[src/logic/qcrb_pkg.sv]
/*
 qcrb_pkg: offsets, field positions and bus carriers for the four-channel
 register bank. assumes 8-bit host data and 7-bit register offsets.
*/
package qcrb_pkg;
   localparam int ADDR_W = 7;
   localparam int DATA_W = 8;
   localparam int NUM_CH = 4;
   localparam int CH_W   = 2;
   localparam int PC_W   = 5;   // per-channel slot index width

   typedef logic [ADDR_W-1:0] qcrb_addr_t;
   typedef logic [DATA_W-1:0] qcrb_data_t;
   typedef logic [CH_W-1:0]   qcrb_ch_t;
   typedef logic [PC_W-1:0]   qcrb_slot_t;

   // global registers
   localparam qcrb_addr_t OFS_FIRMWARE_REVISION = 7'h40;
   localparam qcrb_addr_t OFS_RECEIVE_IRQ_CH    = 7'h44;
   localparam qcrb_addr_t OFS_TRANSMIT_IRQ_CH   = 7'h45;
   localparam qcrb_addr_t OFS_MODEM_IRQ_CH      = 7'h46;
   localparam qcrb_addr_t OFS_GLOBAL_CONFIG     = 7'h4b;
   localparam qcrb_addr_t OFS_SERVICE_SUMMARY   = 7'h67;
   localparam qcrb_addr_t OFS_CHANNEL_SELECT    = 7'h68;
   localparam qcrb_addr_t OFS_MODEM_IRQ_REQ     = 7'h69;
   localparam qcrb_addr_t OFS_TRANSMIT_IRQ_REQ  = 7'h6a;
   localparam qcrb_addr_t OFS_RECEIVE_IRQ_REQ   = 7'h6b;
   localparam qcrb_addr_t OFS_PRESCALER_PERIOD  = 7'h7e;
   // virtual registers
   localparam qcrb_addr_t OFS_MODEM_IRQ_VECTOR  = 7'h41;
   localparam qcrb_addr_t OFS_TRANSMIT_IRQ_VEC  = 7'h42;
   localparam qcrb_addr_t OFS_RECEIVE_IRQ_VEC   = 7'h43;
   localparam qcrb_addr_t OFS_MODEM_IRQ_STATUS  = 7'h4c;
   localparam qcrb_addr_t OFS_END_OF_SERVICE    = 7'h60;
   localparam qcrb_addr_t OFS_RECEIVE_DATA_STAT = 7'h62;
   localparam qcrb_addr_t OFS_TRANSMIT_DATA     = 7'h63;
   // per-channel registers
   localparam qcrb_addr_t OFS_CHANNEL_COMMAND   = 7'h05;
   localparam qcrb_addr_t OFS_SERVICE_REQ_EN    = 7'h06;
   localparam qcrb_addr_t OFS_CHANNEL_OPTION_1  = 7'h08;
   localparam qcrb_addr_t OFS_CHANNEL_OPTION_2  = 7'h09;
   localparam qcrb_addr_t OFS_CHANNEL_OPTION_3  = 7'h0a;
   localparam qcrb_addr_t OFS_CHANNEL_CTRL_STAT = 7'h0b;
   localparam qcrb_addr_t OFS_RECEIVED_COUNT    = 7'h0e;
   localparam qcrb_addr_t OFS_MODEM_CHANGE_1    = 7'h15;
   localparam qcrb_addr_t OFS_MODEM_CHANGE_2    = 7'h16;
   localparam qcrb_addr_t OFS_LOCAL_IRQ_VECTOR  = 7'h18;
   localparam qcrb_addr_t OFS_SPECIAL_CHAR_1    = 7'h1a;
   localparam qcrb_addr_t OFS_SPECIAL_CHAR_2    = 7'h1b;
   localparam qcrb_addr_t OFS_SPECIAL_CHAR_3    = 7'h1c;
   localparam qcrb_addr_t OFS_SPECIAL_CHAR_4    = 7'h1d;
   localparam qcrb_addr_t OFS_CHANNEL_OPTION_4  = 7'h1e;
   localparam qcrb_addr_t OFS_CHANNEL_OPTION_5  = 7'h1f;
   localparam qcrb_addr_t OFS_RX_TIMEOUT_PERIOD = 7'h21;
   localparam qcrb_addr_t OFS_SPECIAL_RANGE_LO  = 7'h22;
   localparam qcrb_addr_t OFS_SPECIAL_RANGE_HI  = 7'h23;
   localparam qcrb_addr_t OFS_LITERAL_NEXT_CHAR = 7'h24;
   localparam qcrb_addr_t OFS_MODEM_SIGNAL_1    = 7'h6c;
   localparam qcrb_addr_t OFS_MODEM_SIGNAL_2    = 7'h6d;
   localparam qcrb_addr_t OFS_PRINTER_SIGNAL    = 7'h6f;
   localparam qcrb_addr_t OFS_TX_BIT_PERIOD     = 7'h72;
   localparam qcrb_addr_t OFS_TX_CLOCK_OPTION   = 7'h76;
   localparam qcrb_addr_t OFS_RX_BIT_PERIOD     = 7'h78;
   localparam qcrb_addr_t OFS_RX_CLOCK_OPTION   = 7'h7c;

   // field layouts
   localparam int         CHSEL_LSB      = 0;    // channel number in channel_select
   localparam int         GCFG_PAR_BIT   = 7;    // channel 0 parallel mode
   localparam qcrb_data_t RESET_BYTE     = 8'h00;
   localparam qcrb_ch_t   RESET_CHANNEL  = 2'h0;
   localparam qcrb_data_t VIRT_IDLE_BYTE = 8'h00;

   // host i/o cycle, one-cycle strobes
   typedef struct packed {
      logic       rd;
      logic       wr;
      qcrb_addr_t addr;
      qcrb_data_t wdata;
   } qcrb_req_s;

   // datapath-facing status carrier
   typedef struct packed {
      qcrb_data_t rx_vector;
      qcrb_data_t tx_vector;
      qcrb_data_t modem_vector;
      qcrb_data_t rx_data;
      qcrb_data_t modem_status;
      qcrb_data_t summary;
   } qcrb_virt_s;
endpackage : qcrb_pkg

[src/logic/qcrb_bank_mem.sv]
/*
 qcrb_bank_mem: storage for the four per-channel register copies.
 assumes one write port and one read port, both usable in the same cycle; read data registered.
*/
`timescale 1ns/100ps
`default_nettype none
module qcrb_bank_mem #(
   parameter int DEPTH = 128,
   parameter int AW    = 7,
   parameter int DW    = 8
) (
   // clock
   input  wire logic          clk,
   // access
   input  wire logic          we,
   input  wire logic [AW-1:0] waddr,
   input  wire logic [DW-1:0] wdata,
   input  wire logic [AW-1:0] raddr,
   output var  logic [DW-1:0] rdata
);
   logic [DW-1:0] mem [DEPTH];

   // no reset on the array: contents undefined until software writes them
   always_ff @(posedge clk) begin
      if (we) begin
         mem[waddr] <= wdata;
      end
      rdata <= mem[raddr];
   end
endmodule : qcrb_bank_mem
`default_nettype wire

[src/logic/qcrb_global_regs.sv]
/*
 qcrb_global_regs: always-reachable global control registers.
 assumes write strobe already qualified by the global decode.
*/
`timescale 1ns/100ps
`default_nettype none
module qcrb_global_regs
   import qcrb_pkg::*;
(
   // clock and reset
   input  wire logic             clk,
   input  wire logic             rst_n,
   // write side
   input  wire logic             wr,
   input  wire qcrb_pkg::qcrb_addr_t addr,
   input  wire qcrb_pkg::qcrb_data_t wdata,
   // register values
   output var  qcrb_pkg::qcrb_data_t firmware_q,
   output var  qcrb_pkg::qcrb_data_t gcfg_q,
   output var  qcrb_pkg::qcrb_data_t prescale_q,
   output var  qcrb_pkg::qcrb_data_t rx_ch_q,
   output var  qcrb_pkg::qcrb_data_t tx_ch_q,
   output var  qcrb_pkg::qcrb_data_t md_ch_q,
   output var  qcrb_pkg::qcrb_data_t rx_req_q,
   output var  qcrb_pkg::qcrb_data_t tx_req_q,
   output var  qcrb_pkg::qcrb_data_t md_req_q
);
   always_ff @(posedge clk or negedge rst_n) begin
      if (!rst_n) begin
         firmware_q <= RESET_BYTE;
         gcfg_q     <= RESET_BYTE;
         prescale_q <= RESET_BYTE;
         rx_ch_q    <= RESET_BYTE;
         tx_ch_q    <= RESET_BYTE;
         md_ch_q    <= RESET_BYTE;
         rx_req_q   <= RESET_BYTE;
         tx_req_q   <= RESET_BYTE;
         md_req_q   <= RESET_BYTE;
      end else if (wr) begin
         unique case (addr)
            OFS_FIRMWARE_REVISION: firmware_q <= wdata;
            OFS_GLOBAL_CONFIG:     gcfg_q     <= wdata;
            OFS_PRESCALER_PERIOD:  prescale_q <= wdata;
            OFS_RECEIVE_IRQ_CH:    rx_ch_q    <= wdata;
            OFS_TRANSMIT_IRQ_CH:   tx_ch_q    <= wdata;
            OFS_MODEM_IRQ_CH:      md_ch_q    <= wdata;
            OFS_RECEIVE_IRQ_REQ:   rx_req_q   <= wdata;
            OFS_TRANSMIT_IRQ_REQ:  tx_req_q   <= wdata;
            OFS_MODEM_IRQ_REQ:     md_req_q   <= wdata;
            default: ;
         endcase
      end
   end
endmodule : qcrb_global_regs
`default_nettype wire

[src/logic/qcrb_bank.sv]
/*
 qcrb_bank: host register file and decoder for the four-channel controller.
 assumes the host drives a one-cycle rd or wr strobe with a 7-bit offset,
 synchronous to clk; the datapath supplies virtual contents and the
 service-context flag.
 per-channel storage is not reset: software fills a bank before reading it.
 transmit and end-of-service writes are dropped outside a service routine.
*/
// Notes on behaviour
// - global offsets decode independent of selected bank
// - virtual registers valid only during service context
// - four separate copies of per-channel registers
// - channel_select write picks bank zero to three
// - only one channel bank visible at once
// - bank selection persists until channel_select rewritten
// - seven offset bits select at most one register; unmapped offsets select none
// - channel 0 dual registers follow serial/parallel mode
// - channels 1-3 always use serial meaning
`timescale 1ns/100ps
`default_nettype none
module qcrb_bank
   import qcrb_pkg::*;
(
   // clock and reset
   input  wire logic                 clk,
   input  wire logic                 rst_n,
   // host i/o cycle
   input  wire qcrb_pkg::qcrb_req_s  host_req,
   output logic [7:0]                rdata,
   output logic                      rvalid,
   // datapath side
   input  wire logic                 service_active,
   input  wire qcrb_pkg::qcrb_virt_s virt_in,
   output logic [1:0]                sel_channel,
   output logic                      ch_dual_parallel,
   output logic                      tx_data_stb,
   output logic [7:0]                tx_data,
   output logic                      end_service_stb
);
   import qcrb_pkg::*;

   ////////////////////////////////////////////////////////////////////
   // decode

   // true for an offset held in the per-channel banks
   function automatic logic is_per_channel(input qcrb_addr_t a);
      unique case (a)
         OFS_CHANNEL_COMMAND,
         OFS_SERVICE_REQ_EN,
         OFS_CHANNEL_OPTION_1,
         OFS_CHANNEL_OPTION_2,
         OFS_CHANNEL_OPTION_3,
         OFS_CHANNEL_CTRL_STAT,
         OFS_RECEIVED_COUNT,
         OFS_MODEM_CHANGE_1,
         OFS_MODEM_CHANGE_2,
         OFS_LOCAL_IRQ_VECTOR,
         OFS_SPECIAL_CHAR_1,
         OFS_SPECIAL_CHAR_2,
         OFS_SPECIAL_CHAR_3,
         OFS_SPECIAL_CHAR_4,
         OFS_CHANNEL_OPTION_4,
         OFS_CHANNEL_OPTION_5,
         OFS_RX_TIMEOUT_PERIOD,
         OFS_SPECIAL_RANGE_LO,
         OFS_SPECIAL_RANGE_HI,
         OFS_LITERAL_NEXT_CHAR,
         OFS_MODEM_SIGNAL_1,
         OFS_MODEM_SIGNAL_2,
         OFS_PRINTER_SIGNAL,
         OFS_TX_BIT_PERIOD,
         OFS_TX_CLOCK_OPTION,
         OFS_RX_BIT_PERIOD,
         OFS_RX_CLOCK_OPTION:
            return 1'b1;
         default: return 1'b0;
      endcase
   endfunction : is_per_channel

   // read-only per-channel offsets: writes ignored
   function automatic logic is_pc_readonly(input qcrb_addr_t a);
      return (a == OFS_CHANNEL_CTRL_STAT) || (a == OFS_RECEIVED_COUNT);
   endfunction : is_pc_readonly

   // registers with a parallel meaning on channel 0
   function automatic logic is_dual(input qcrb_addr_t a);
      return (a == OFS_PRINTER_SIGNAL) ||
             (a == OFS_MODEM_SIGNAL_1) ||
             (a == OFS_MODEM_SIGNAL_2) ||
             (a == OFS_CHANNEL_OPTION_1);
   endfunction : is_dual

   // bank index sits above the 7-bit offset in the storage address
   localparam int MEM_AW    = CH_W + ADDR_W;
   localparam int MEM_DEPTH = NUM_CH << ADDR_W;

   qcrb_ch_t   chsel_q;
   qcrb_data_t firmware_q;
   qcrb_data_t gcfg_q;
   qcrb_data_t prescale_q;
   qcrb_data_t rx_ch_q;
   qcrb_data_t tx_ch_q;
   qcrb_data_t md_ch_q;
   qcrb_data_t rx_req_q;
   qcrb_data_t tx_req_q;
   qcrb_data_t md_req_q;

   wire qcrb_addr_t a        = host_req.addr;
   wire logic       pc_hit   = is_per_channel(a);
   wire logic       pc_wr    = host_req.wr && pc_hit && !is_pc_readonly(a);
   wire logic       sel_wr   = host_req.wr && (a == OFS_CHANNEL_SELECT);
   // global decode never looks at chsel_q
   wire logic       glob_wr  = host_req.wr && !pc_hit;
   // bank index: channel number above the 7-bit offset, one bank per access
   wire logic [MEM_AW-1:0] mem_addr = {chsel_q, a};
   wire logic       parallel = gcfg_q[GCFG_PAR_BIT];
   // the datapath owns the service flag; no context tracking here
   wire logic       virt_ok  = service_active;

   ////////////////////////////////////////////////////////////////////
   // storage

   // array left unreset: a reset tree over four banks outweighs the decoder
   qcrb_data_t mem_rdata;
   qcrb_bank_mem #(.DEPTH(MEM_DEPTH), .AW(MEM_AW), .DW(DATA_W)) u_mem (
      .clk   (clk),
      .we    (pc_wr),
      .waddr (mem_addr),
      .wdata (host_req.wdata),
      .raddr (mem_addr),
      .rdata (mem_rdata)
   );

   qcrb_global_regs u_glob (
      .clk        (clk),
      .rst_n      (rst_n),
      .wr         (glob_wr),
      .addr       (a),
      .wdata      (host_req.wdata),
      .firmware_q (firmware_q),
      .gcfg_q     (gcfg_q),
      .prescale_q (prescale_q),
      .rx_ch_q    (rx_ch_q),
      .tx_ch_q    (tx_ch_q),
      .md_ch_q    (md_ch_q),
      .rx_req_q   (rx_req_q),
      .tx_req_q   (tx_req_q),
      .md_req_q   (md_req_q)
   );

   ////////////////////////////////////////////////////////////////////
   // channel select

   always_ff @(posedge clk or negedge rst_n) begin
      if (!rst_n) begin
         chsel_q <= RESET_CHANNEL;
      end else if (sel_wr) begin
         chsel_q <= host_req.wdata[CHSEL_LSB +: CH_W];
      end
   end

   ////////////////////////////////////////////////////////////////////
   // read path: global and virtual answers one cycle after the strobe,
   // aligned with the bank memory's registered data

   logic       rd_q, rd_pc_q;
   qcrb_data_t rd_glob_q;
   qcrb_data_t glob_mux;

   // virtual contents masked outside a service routine
   always_comb begin
      unique case (a)
         OFS_FIRMWARE_REVISION: glob_mux = firmware_q;
         OFS_CHANNEL_SELECT:    glob_mux = {{(DATA_W-CH_W){1'b0}}, chsel_q};
         OFS_GLOBAL_CONFIG:     glob_mux = gcfg_q;
         OFS_SERVICE_SUMMARY:   glob_mux = virt_in.summary;
         OFS_RECEIVE_IRQ_CH:    glob_mux = rx_ch_q;
         OFS_TRANSMIT_IRQ_CH:   glob_mux = tx_ch_q;
         OFS_MODEM_IRQ_CH:      glob_mux = md_ch_q;
         OFS_RECEIVE_IRQ_REQ:   glob_mux = rx_req_q;
         OFS_TRANSMIT_IRQ_REQ:  glob_mux = tx_req_q;
         OFS_MODEM_IRQ_REQ:     glob_mux = md_req_q;
         OFS_PRESCALER_PERIOD:  glob_mux = prescale_q;
         OFS_RECEIVE_IRQ_VEC:   glob_mux = virt_ok ? virt_in.rx_vector : VIRT_IDLE_BYTE;
         OFS_TRANSMIT_IRQ_VEC:  glob_mux = virt_ok ? virt_in.tx_vector : VIRT_IDLE_BYTE;
         OFS_MODEM_IRQ_VECTOR:  glob_mux = virt_ok ? virt_in.modem_vector : VIRT_IDLE_BYTE;
         OFS_RECEIVE_DATA_STAT: glob_mux = virt_ok ? virt_in.rx_data : VIRT_IDLE_BYTE;
         OFS_MODEM_IRQ_STATUS:  glob_mux = virt_ok ? virt_in.modem_status : VIRT_IDLE_BYTE;
         default:               glob_mux = RESET_BYTE;
      endcase
   end

   always_ff @(posedge clk or negedge rst_n) begin
      if (!rst_n) begin
         rd_q      <= 1'b0;
         rd_pc_q   <= 1'b0;
         rd_glob_q <= RESET_BYTE;
      end else begin
         rd_q      <= host_req.rd;
         rd_pc_q   <= host_req.rd && pc_hit;
         rd_glob_q <= glob_mux;
      end
   end

   // zero between answers, so a stale byte never passes for a fresh one
   wire qcrb_data_t rd_next = rd_pc_q ? mem_rdata : rd_glob_q;

   always_ff @(posedge clk or negedge rst_n) begin
      if (!rst_n) begin
         rdata  <= RESET_BYTE;
         rvalid <= 1'b0;
      end else begin
         rdata  <= rd_q ? rd_next : RESET_BYTE;
         rvalid <= rd_q;
      end
   end

   ////////////////////////////////////////////////////////////////////
   // datapath strobes and mode

   // tx data and end-of-service are virtual: dropped outside service
   wire logic txd_wr = host_req.wr && virt_ok && (a == OFS_TRANSMIT_DATA);
   wire logic eos_wr = host_req.wr && virt_ok && (a == OFS_END_OF_SERVICE);
   // parallel meaning only for channel 0; others stay serial
   wire logic dual_par = parallel && (chsel_q == RESET_CHANNEL);

   always_ff @(posedge clk or negedge rst_n) begin
      if (!rst_n) begin
         sel_channel      <= RESET_CHANNEL;
         ch_dual_parallel <= 1'b0;
         tx_data_stb      <= 1'b0;
         tx_data          <= RESET_BYTE;
         end_service_stb  <= 1'b0;
      end else begin
         sel_channel      <= chsel_q;
         ch_dual_parallel <= dual_par;
         tx_data_stb      <= txd_wr;
         tx_data          <= txd_wr ? host_req.wdata : tx_data;
         end_service_stb  <= eos_wr;
      end
   end

   ////////////////////////////////////////////////////////////////////
   // checks

   a_sel_reset_ch0: assert property (@(posedge clk)
      $rose(rst_n) |-> chsel_q == RESET_CHANNEL)
      else $error("bank not channel 0 after reset");

   a_sel_write_takes: assert property (@(posedge clk) disable iff (!rst_n)
      sel_wr |=> chsel_q == $past(host_req.wdata[CHSEL_LSB +: CH_W]))
      else $error("channel select write not taken");

   a_sel_holds: assert property (@(posedge clk) disable iff (!rst_n)
      !sel_wr |=> $stable(chsel_q))
      else $error("bank changed without select write");

   a_sel_visible: assert property (@(posedge clk) disable iff (!rst_n)
      sel_wr
      |-> ##2 sel_channel == $past(host_req.wdata[CHSEL_LSB +: CH_W], 2))
      else $error("selected bank not shown on output");

   a_sel_readback: assert property (@(posedge clk) disable iff (!rst_n)
      host_req.rd && a == OFS_CHANNEL_SELECT
      |-> ##2 rdata == {{(DATA_W-CH_W){1'b0}}, $past(chsel_q, 2)})
      else $error("channel select readback wrong");

   a_read_latency: assert property (@(posedge clk) disable iff (!rst_n)
      host_req.rd |-> ##2 rvalid)
      else $error("read answer not two cycles later");

   a_rvalid_single: assert property (@(posedge clk) disable iff (!rst_n)
      rvalid && !$past(host_req.rd) |=> !rvalid)
      else $error("read answer stood too long");

   a_rdata_idle: assert property (@(posedge clk) disable iff (!rst_n)
      !rvalid |-> rdata == RESET_BYTE)
      else $error("read data not zero between answers");

   a_global_indep: assert property (@(posedge clk) disable iff (!rst_n)
      host_req.rd && a == OFS_GLOBAL_CONFIG |-> ##2 rdata == $past(gcfg_q, 2))
      else $error("global read wrong");

   a_glob_firmware: assert property (@(posedge clk) disable iff (!rst_n)
      host_req.rd && a == OFS_FIRMWARE_REVISION
      |-> ##2 rdata == $past(firmware_q, 2))
      else $error("firmware revision read wrong");

   a_virt_masked: assert property (@(posedge clk) disable iff (!rst_n)
      host_req.rd && !service_active && a == OFS_RECEIVE_DATA_STAT
      |-> ##2 rdata == VIRT_IDLE_BYTE)
      else $error("virtual visible outside service");

   a_virt_live: assert property (@(posedge clk) disable iff (!rst_n)
      host_req.rd && service_active && a == OFS_RECEIVE_IRQ_VEC
      |-> ##2 rdata == $past(virt_in.rx_vector, 2))
      else $error("virtual vector hidden in service");

   a_txd_taken: assert property (@(posedge clk) disable iff (!rst_n)
      host_req.wr && service_active && a == OFS_TRANSMIT_DATA
      |=> tx_data_stb && tx_data == $past(host_req.wdata))
      else $error("transmit byte not passed on");

   a_eos_taken: assert property (@(posedge clk) disable iff (!rst_n)
      host_req.wr && service_active && a == OFS_END_OF_SERVICE
      |=> end_service_stb)
      else $error("end of service not signalled");

   a_strobe_masked: assert property (@(posedge clk) disable iff (!rst_n)
      host_req.wr && !service_active
      |=> !tx_data_stb && !end_service_stb)
      else $error("virtual write taken outside service");

   a_one_bank_write: assert property (@(posedge clk) disable iff (!rst_n)
      pc_wr |-> mem_addr[MEM_AW-1 -: CH_W] == chsel_q && !glob_wr)
      else $error("per-channel write not one bank");

   a_dual_serial: assert property (@(posedge clk) disable iff (!rst_n)
      chsel_q != RESET_CHANNEL |=> !ch_dual_parallel)
      else $error("channel 1-3 in parallel meaning");

   a_dual_write_serial: assert property (@(posedge clk) disable iff (!rst_n)
      host_req.wr && is_dual(a) && chsel_q != RESET_CHANNEL
      |=> !ch_dual_parallel)
      else $error("dual register parallel off channel 0");

   a_dual_ch0: assert property (@(posedge clk) disable iff (!rst_n)
      chsel_q == RESET_CHANNEL |=> ch_dual_parallel == $past(parallel))
      else $error("channel 0 mode not followed");

   a_dual_write_ch0: assert property (@(posedge clk) disable iff (!rst_n)
      host_req.wr && is_dual(a) && chsel_q == RESET_CHANNEL
      |=> ch_dual_parallel == $past(parallel))
      else $error("channel 0 dual meaning lost");

   a_copies_apart: assert property (@(posedge clk) disable iff (!rst_n)
      pc_wr |-> mem_addr[ADDR_W-1:0] == a)
      else $error("bank offset mangled");
endmodule : qcrb_bank
`default_nettype wire

[config.mk]
export PLATFORM = sky130hd
export DESIGN_NAME = qcrb_bank
export DESIGN_NICKNAME = d
export VERILOG_FILES = /design/src/logic/qcrb_pkg.sv /design/src/logic/qcrb_bank_mem.sv /design/src/logic/qcrb_global_regs.sv /design/src/logic/qcrb_bank.sv
export SDC_FILE = /design/constraint.sdc
export NUM_CORES = 2
export LEC_CHECK = 0
export BUFFER_PORTS_ARGS = -buffer_cell sky130_fd_sc_hd__clkbuf_2
export CORE_MARGIN = 2
export CORE_UTILIZATION = 30
export CTS_CLUSTER_SIZE = 14
export DETAILED_ROUTE_END_ITERATION = 6
export HOLD_SLACK_MARGIN = 0.15
export PLACE_DENSITY = 0.41
export SLEW_MARGIN = 20
export SYNTH_ARGS = -nofsm -noshare
export SYNTH_HDL_FRONTEND = slang
export SYNTH_MEMORY_MAX_BITS = 65536
export SYNTH_SLANG_ARGS = --single-unit
[constraint.sdc]
create_clock -name clk -period 5.5 [get_ports clk]
set_clock_uncertainty 0.15 [all_clocks]
set_input_delay 1.1 -clock clk [delete_from_list [all_inputs] [get_ports clk]]
set_output_delay 1.1 -clock clk [all_outputs]
set_load 0.03 [all_outputs]
==> impl_metrics.csv <==
group,metric,value,unit
layout,finish.utilization,37.13,%
clock_tree,clk_pin_slew,0.06,ns
floorplan,core.rowCount,269,
timing,min_period,4.619,ns
logic_synthesis,ys_warn_count,0,
layout,multi_input_area,0.04357,mm²
timing,final-hold-violation-count,0,
layout,nets,10980,
setup_path,endpoint_kind,"flip-flop",
logic_synthesis,ys_types,79,
setup_path,arrival,5.35,ns
timing,rsz0062_at_grt,"no",
layout,drive_gt1_share,21.09,%
floorplan,io_pins,90,
floorplan,initial_utilization,30.14,%
pwr,switching_share,22.46,%
timing,worst_hold_slack,0.2782,ns
timing,fin_crit_sh,83.98,%
logic_synthesis,async_reset_ff_share,2.518,%
route,num_vias,82250,
clock_tree,cts.sinks,4210,
floorplan,die_x,738.4,µm
place,port_buffers,89,
min_path,hp-start,"virt_in[13]",
clock_tree,cts_tree,"built",
logic_synthesis,netlist_area,0.1618,mm²
logic_synthesis,synth_flop_cell,"edfxtp_1",
clock_tree,htreeDepth,5,
timing,clock.fmax,216.5,MHz
pwr,p_comb_share,6.3,%
min_path,holdPathEnd,"rd_glob_q[5]",
route,avgRoutedWirePerCell,23.87,µm
setup_path,crit_slowest_cell,"o41ai_1",
route,routed.top_layer,"met5",
layout,seq_area,0.1258,mm²
route,met2_length,217900,µm
timing,setup_viol,0,
layout,largest_register,"u_mem.mem",
layout,largest_reg_flops,4096,
setup_path,r2r_setup_slack,1.21,ns
timing,tightest_slew,1.203,ns
pwr,internal_power,55.83,mW
setup_path,reg2reg_from,"chsel_q[0]",
setup_path,crit_chain,"buf_8, buf_12, buf_12, buf_12, mux4_2, a22oi_1, a21oi_1, o41ai_1, o21ai_1, a211oi_1, nand4_1",
global_routing,antenna_found_initial,29,
setup_path,worstSetupPathType,"in2reg",
global_routing,grt_start_max_net_pins,152,
logic_synthesis,synth-edff-count,4096,
logic_synthesis,ys_ff_latch,4210,
place,place.gp.congestion,0.7927,
pwr,p_per_area,361.2,mW/mm²
setup_path,r2r_end,"u_mem.rdata[0]",
floorplan,die_y,738.4,µm
setup_path,cp_max_fo,34,
pwr,leakagePower,70.80,nW
route,wirelength,441200,µm
logic_synthesis,synth_cells,7505,
logic_synthesis,yosysSeqAreaShare,77.75,%
timing,slew_viol_final,0,
pwr,peakVddDrop,0.2828,mV
place,post-dp-hpwl,285900,µm
job,cap_viol_max_count,0,
setup_path,required,6.23,ns
run_status,outcome,"complete, no violations",
clock_tree,cts-root-buf,"clkbuf_16",
logic_synthesis,syn_area_per_cell,21.56,µm²
floorplan,die_area,0.5453,mm²
layout,fillerInstances,50520,
pwr,seq_power_share,52.1,%
pwr,p_switching,16.17,mW
global_routing,grt_pass1_vias,86530,
route,drt_iter0_markers,6298,
route,first_pass_iters,7,
timing,setup_tns,0,ns
route,viasPerCell,4.450,
clock_tree,clk_latency,1.04,ns
setup_path,cp_common_cell,"buf_12",
pwr,clkPwrFrac,41.7,%
clock_tree,numCtsBuffers,468,
route,met3_length,20380,µm
route,wl_met1,191700,µm
global_routing,grtUsageTotal,15.87,%
global_routing,overflow,0,
setup_path,cp-start-kind,"primary input",
min_path,hold_class,"in2reg",
global_routing,grt_pass1_wl,624800,µm
timing,slew_headroom,19.32,%
min_path,hold_depth,4,
route,ant_nets,0,
setup_path,rr_worst_depth,8,
clock_tree,clock_path_buffers,4,
setup_path,critPathMaxStageDelay,0.88,ns
route,drc,0,
layout,area_growth,23.20,%
floorplan,coreArea,0.5368,mm²
## placed cells by master (no fill, tap or decap), types with 10 or more instances in the layout
master,instances
buf_8,10
buf_12,78
o21ai_0,31
nor4_1,24
clkbuf_16,471
clkbuf_2,75
and3_1,12
a22o_1,14
mux4_2,906
bufinv_16,27
mux2_2,91
conb_1,2656
nand2_1,254
a32oi_1,11
nand3_1,56
nor3_1,30
or3_1,11
a21oi_1,55
a222oi_1,15
and2_1,10
dfrtp_1,104
o221ai_1,15
edfxtp_1,4096
clkinv_1,128
or4_1,16
a211oi_1,10
clkbuf_1,111
a22oi_1,123
a221oi_1,49
a31oi_1,41
nor2b_1,11
clkinv_16,11
clkinv_2,74
diode_2,10
o22ai_1,214
nand4_1,98
nor2_1,271
mux2i_1,306
buf_4,548
## through the flow
stage / instance area, µm² / cells / setup slack [ns] / total power, mW
6_report: 199400 / 18480 / 0.8813 / 72.00
5_1_grt: 199300 / 18470 / 0.8176 / 74.73
4_1_cts: 199300 / 18470 / 0.9099 / 73.15
3_5_place_dp: 184700 / 17610 / -0.2485 / 42.77
3_3_place_gp: 184500 / 17610 / -1.432 / 42.61
2_1_floorplan: 171800 / 10160 / 0.2623 / 40.46
## repair_timing
action / CTS / global route
hold endpoints to repair: 66 / 0
hold buffers: 4 / 0
setup buffers: 0 / 0
gates resized for setup: 0 / 0
## cells by family after synthesis
family,Yosys count,share of synthesized area [%]
AND/OR/NAND/NOR,876,2.595
buffers and inverters,451,1.589
multiplexers,1303,15.14
other,1,0.002317
AO/OA/AOI/OAI,658,2.883
XOR/XNOR,1,0.005414
flip-flops,4210,77.75
adder cells (fa/ha/maj),5,0.03866
## power groups by stage
| stage | clock network [mW] | logic [mW] | registers [mW] |
|---|---|---|---|
| 4_1_cts | 31.0 | 4.61 | 37.5 |
| 6_report | 30.0 | 4.52 | 37.5 |
| 3_3_place_gp | 0 | 4.56 | 38.1 |
| 5_1_grt | 32.2 | 4.90 | 37.6 |
| 2_1_floorplan | 0 | 2.49 | 38.0 |
| 3_5_place_dp | 0 | 4.60 | 38.2 |
## how the worst max path moves through the flow
stage               slack (ns)   startpoint           endpoint  cells past startpoint
CTS                       0.91  host_req[8]     u_mem.rdata[5]                     11
global placement         -1.43  host_req[9]     u_mem.rdata[1]                     10
detailed placement       -0.25  host_req[8]     u_mem.rdata[5]                     11
floorplan                 0.26  host_req[8]  u_mem.mem[260][0]                     18
global route              0.82  host_req[8]     u_mem.rdata[5]                     11
finish                    0.88  host_req[8]     u_mem.rdata[5]                     11
## cell usage after synthesis, drive strengths merged, types with 49 or more instances
| cell type | number | area share, % |
|---|---|---|
| buf | 276 | 1.2 |
| nand4 | 98 | 0.38 |
| mux2 | 91 | 0.63 |
| mux4 | 906 | 13 |
| mux2i | 306 | 1.9 |
| a21oi | 55 | 0.17 |
| nand2 | 254 | 0.59 |
| dfrtp | 106 | 1.6 |
| edfxtp | 4096 | 76 |
| a221oi | 49 | 0.27 |
| a22oi | 123 | 0.57 |
| nor2 | 276 | 0.64 |
| nand3 | 57 | 0.18 |
| clkbuf | 167 | 0.39 |
| o22ai | 214 | 0.83 |
## layer usage
layer	global-route usage, %	up-vias
met5	0	-
met3	2.443	598
met2	27.17	1749
met4	3.877	2
met1	21.22	43920
li1	-	35980
## layout make-up
class	instances	area share, %
clock buffers	590	6.177
inverters	8	0.01883
flip-flops and latches	4210	63.11
clock inverters	264	1.164
multi-input cells	5499	21.86
diodes	10	0.01255
well taps	7181	4.507
repair buffers	720	3.153
## critical path, delay by kind of cell
kind	cells	cell delay [ns]
AOI/OAI and AO/OA	5	2.14
buffers and inverters	4	1.09
muxes	1	0.51
and+or+nand+nor	1	0.15
No activity file was read; power rests on OpenSTA's default activity.
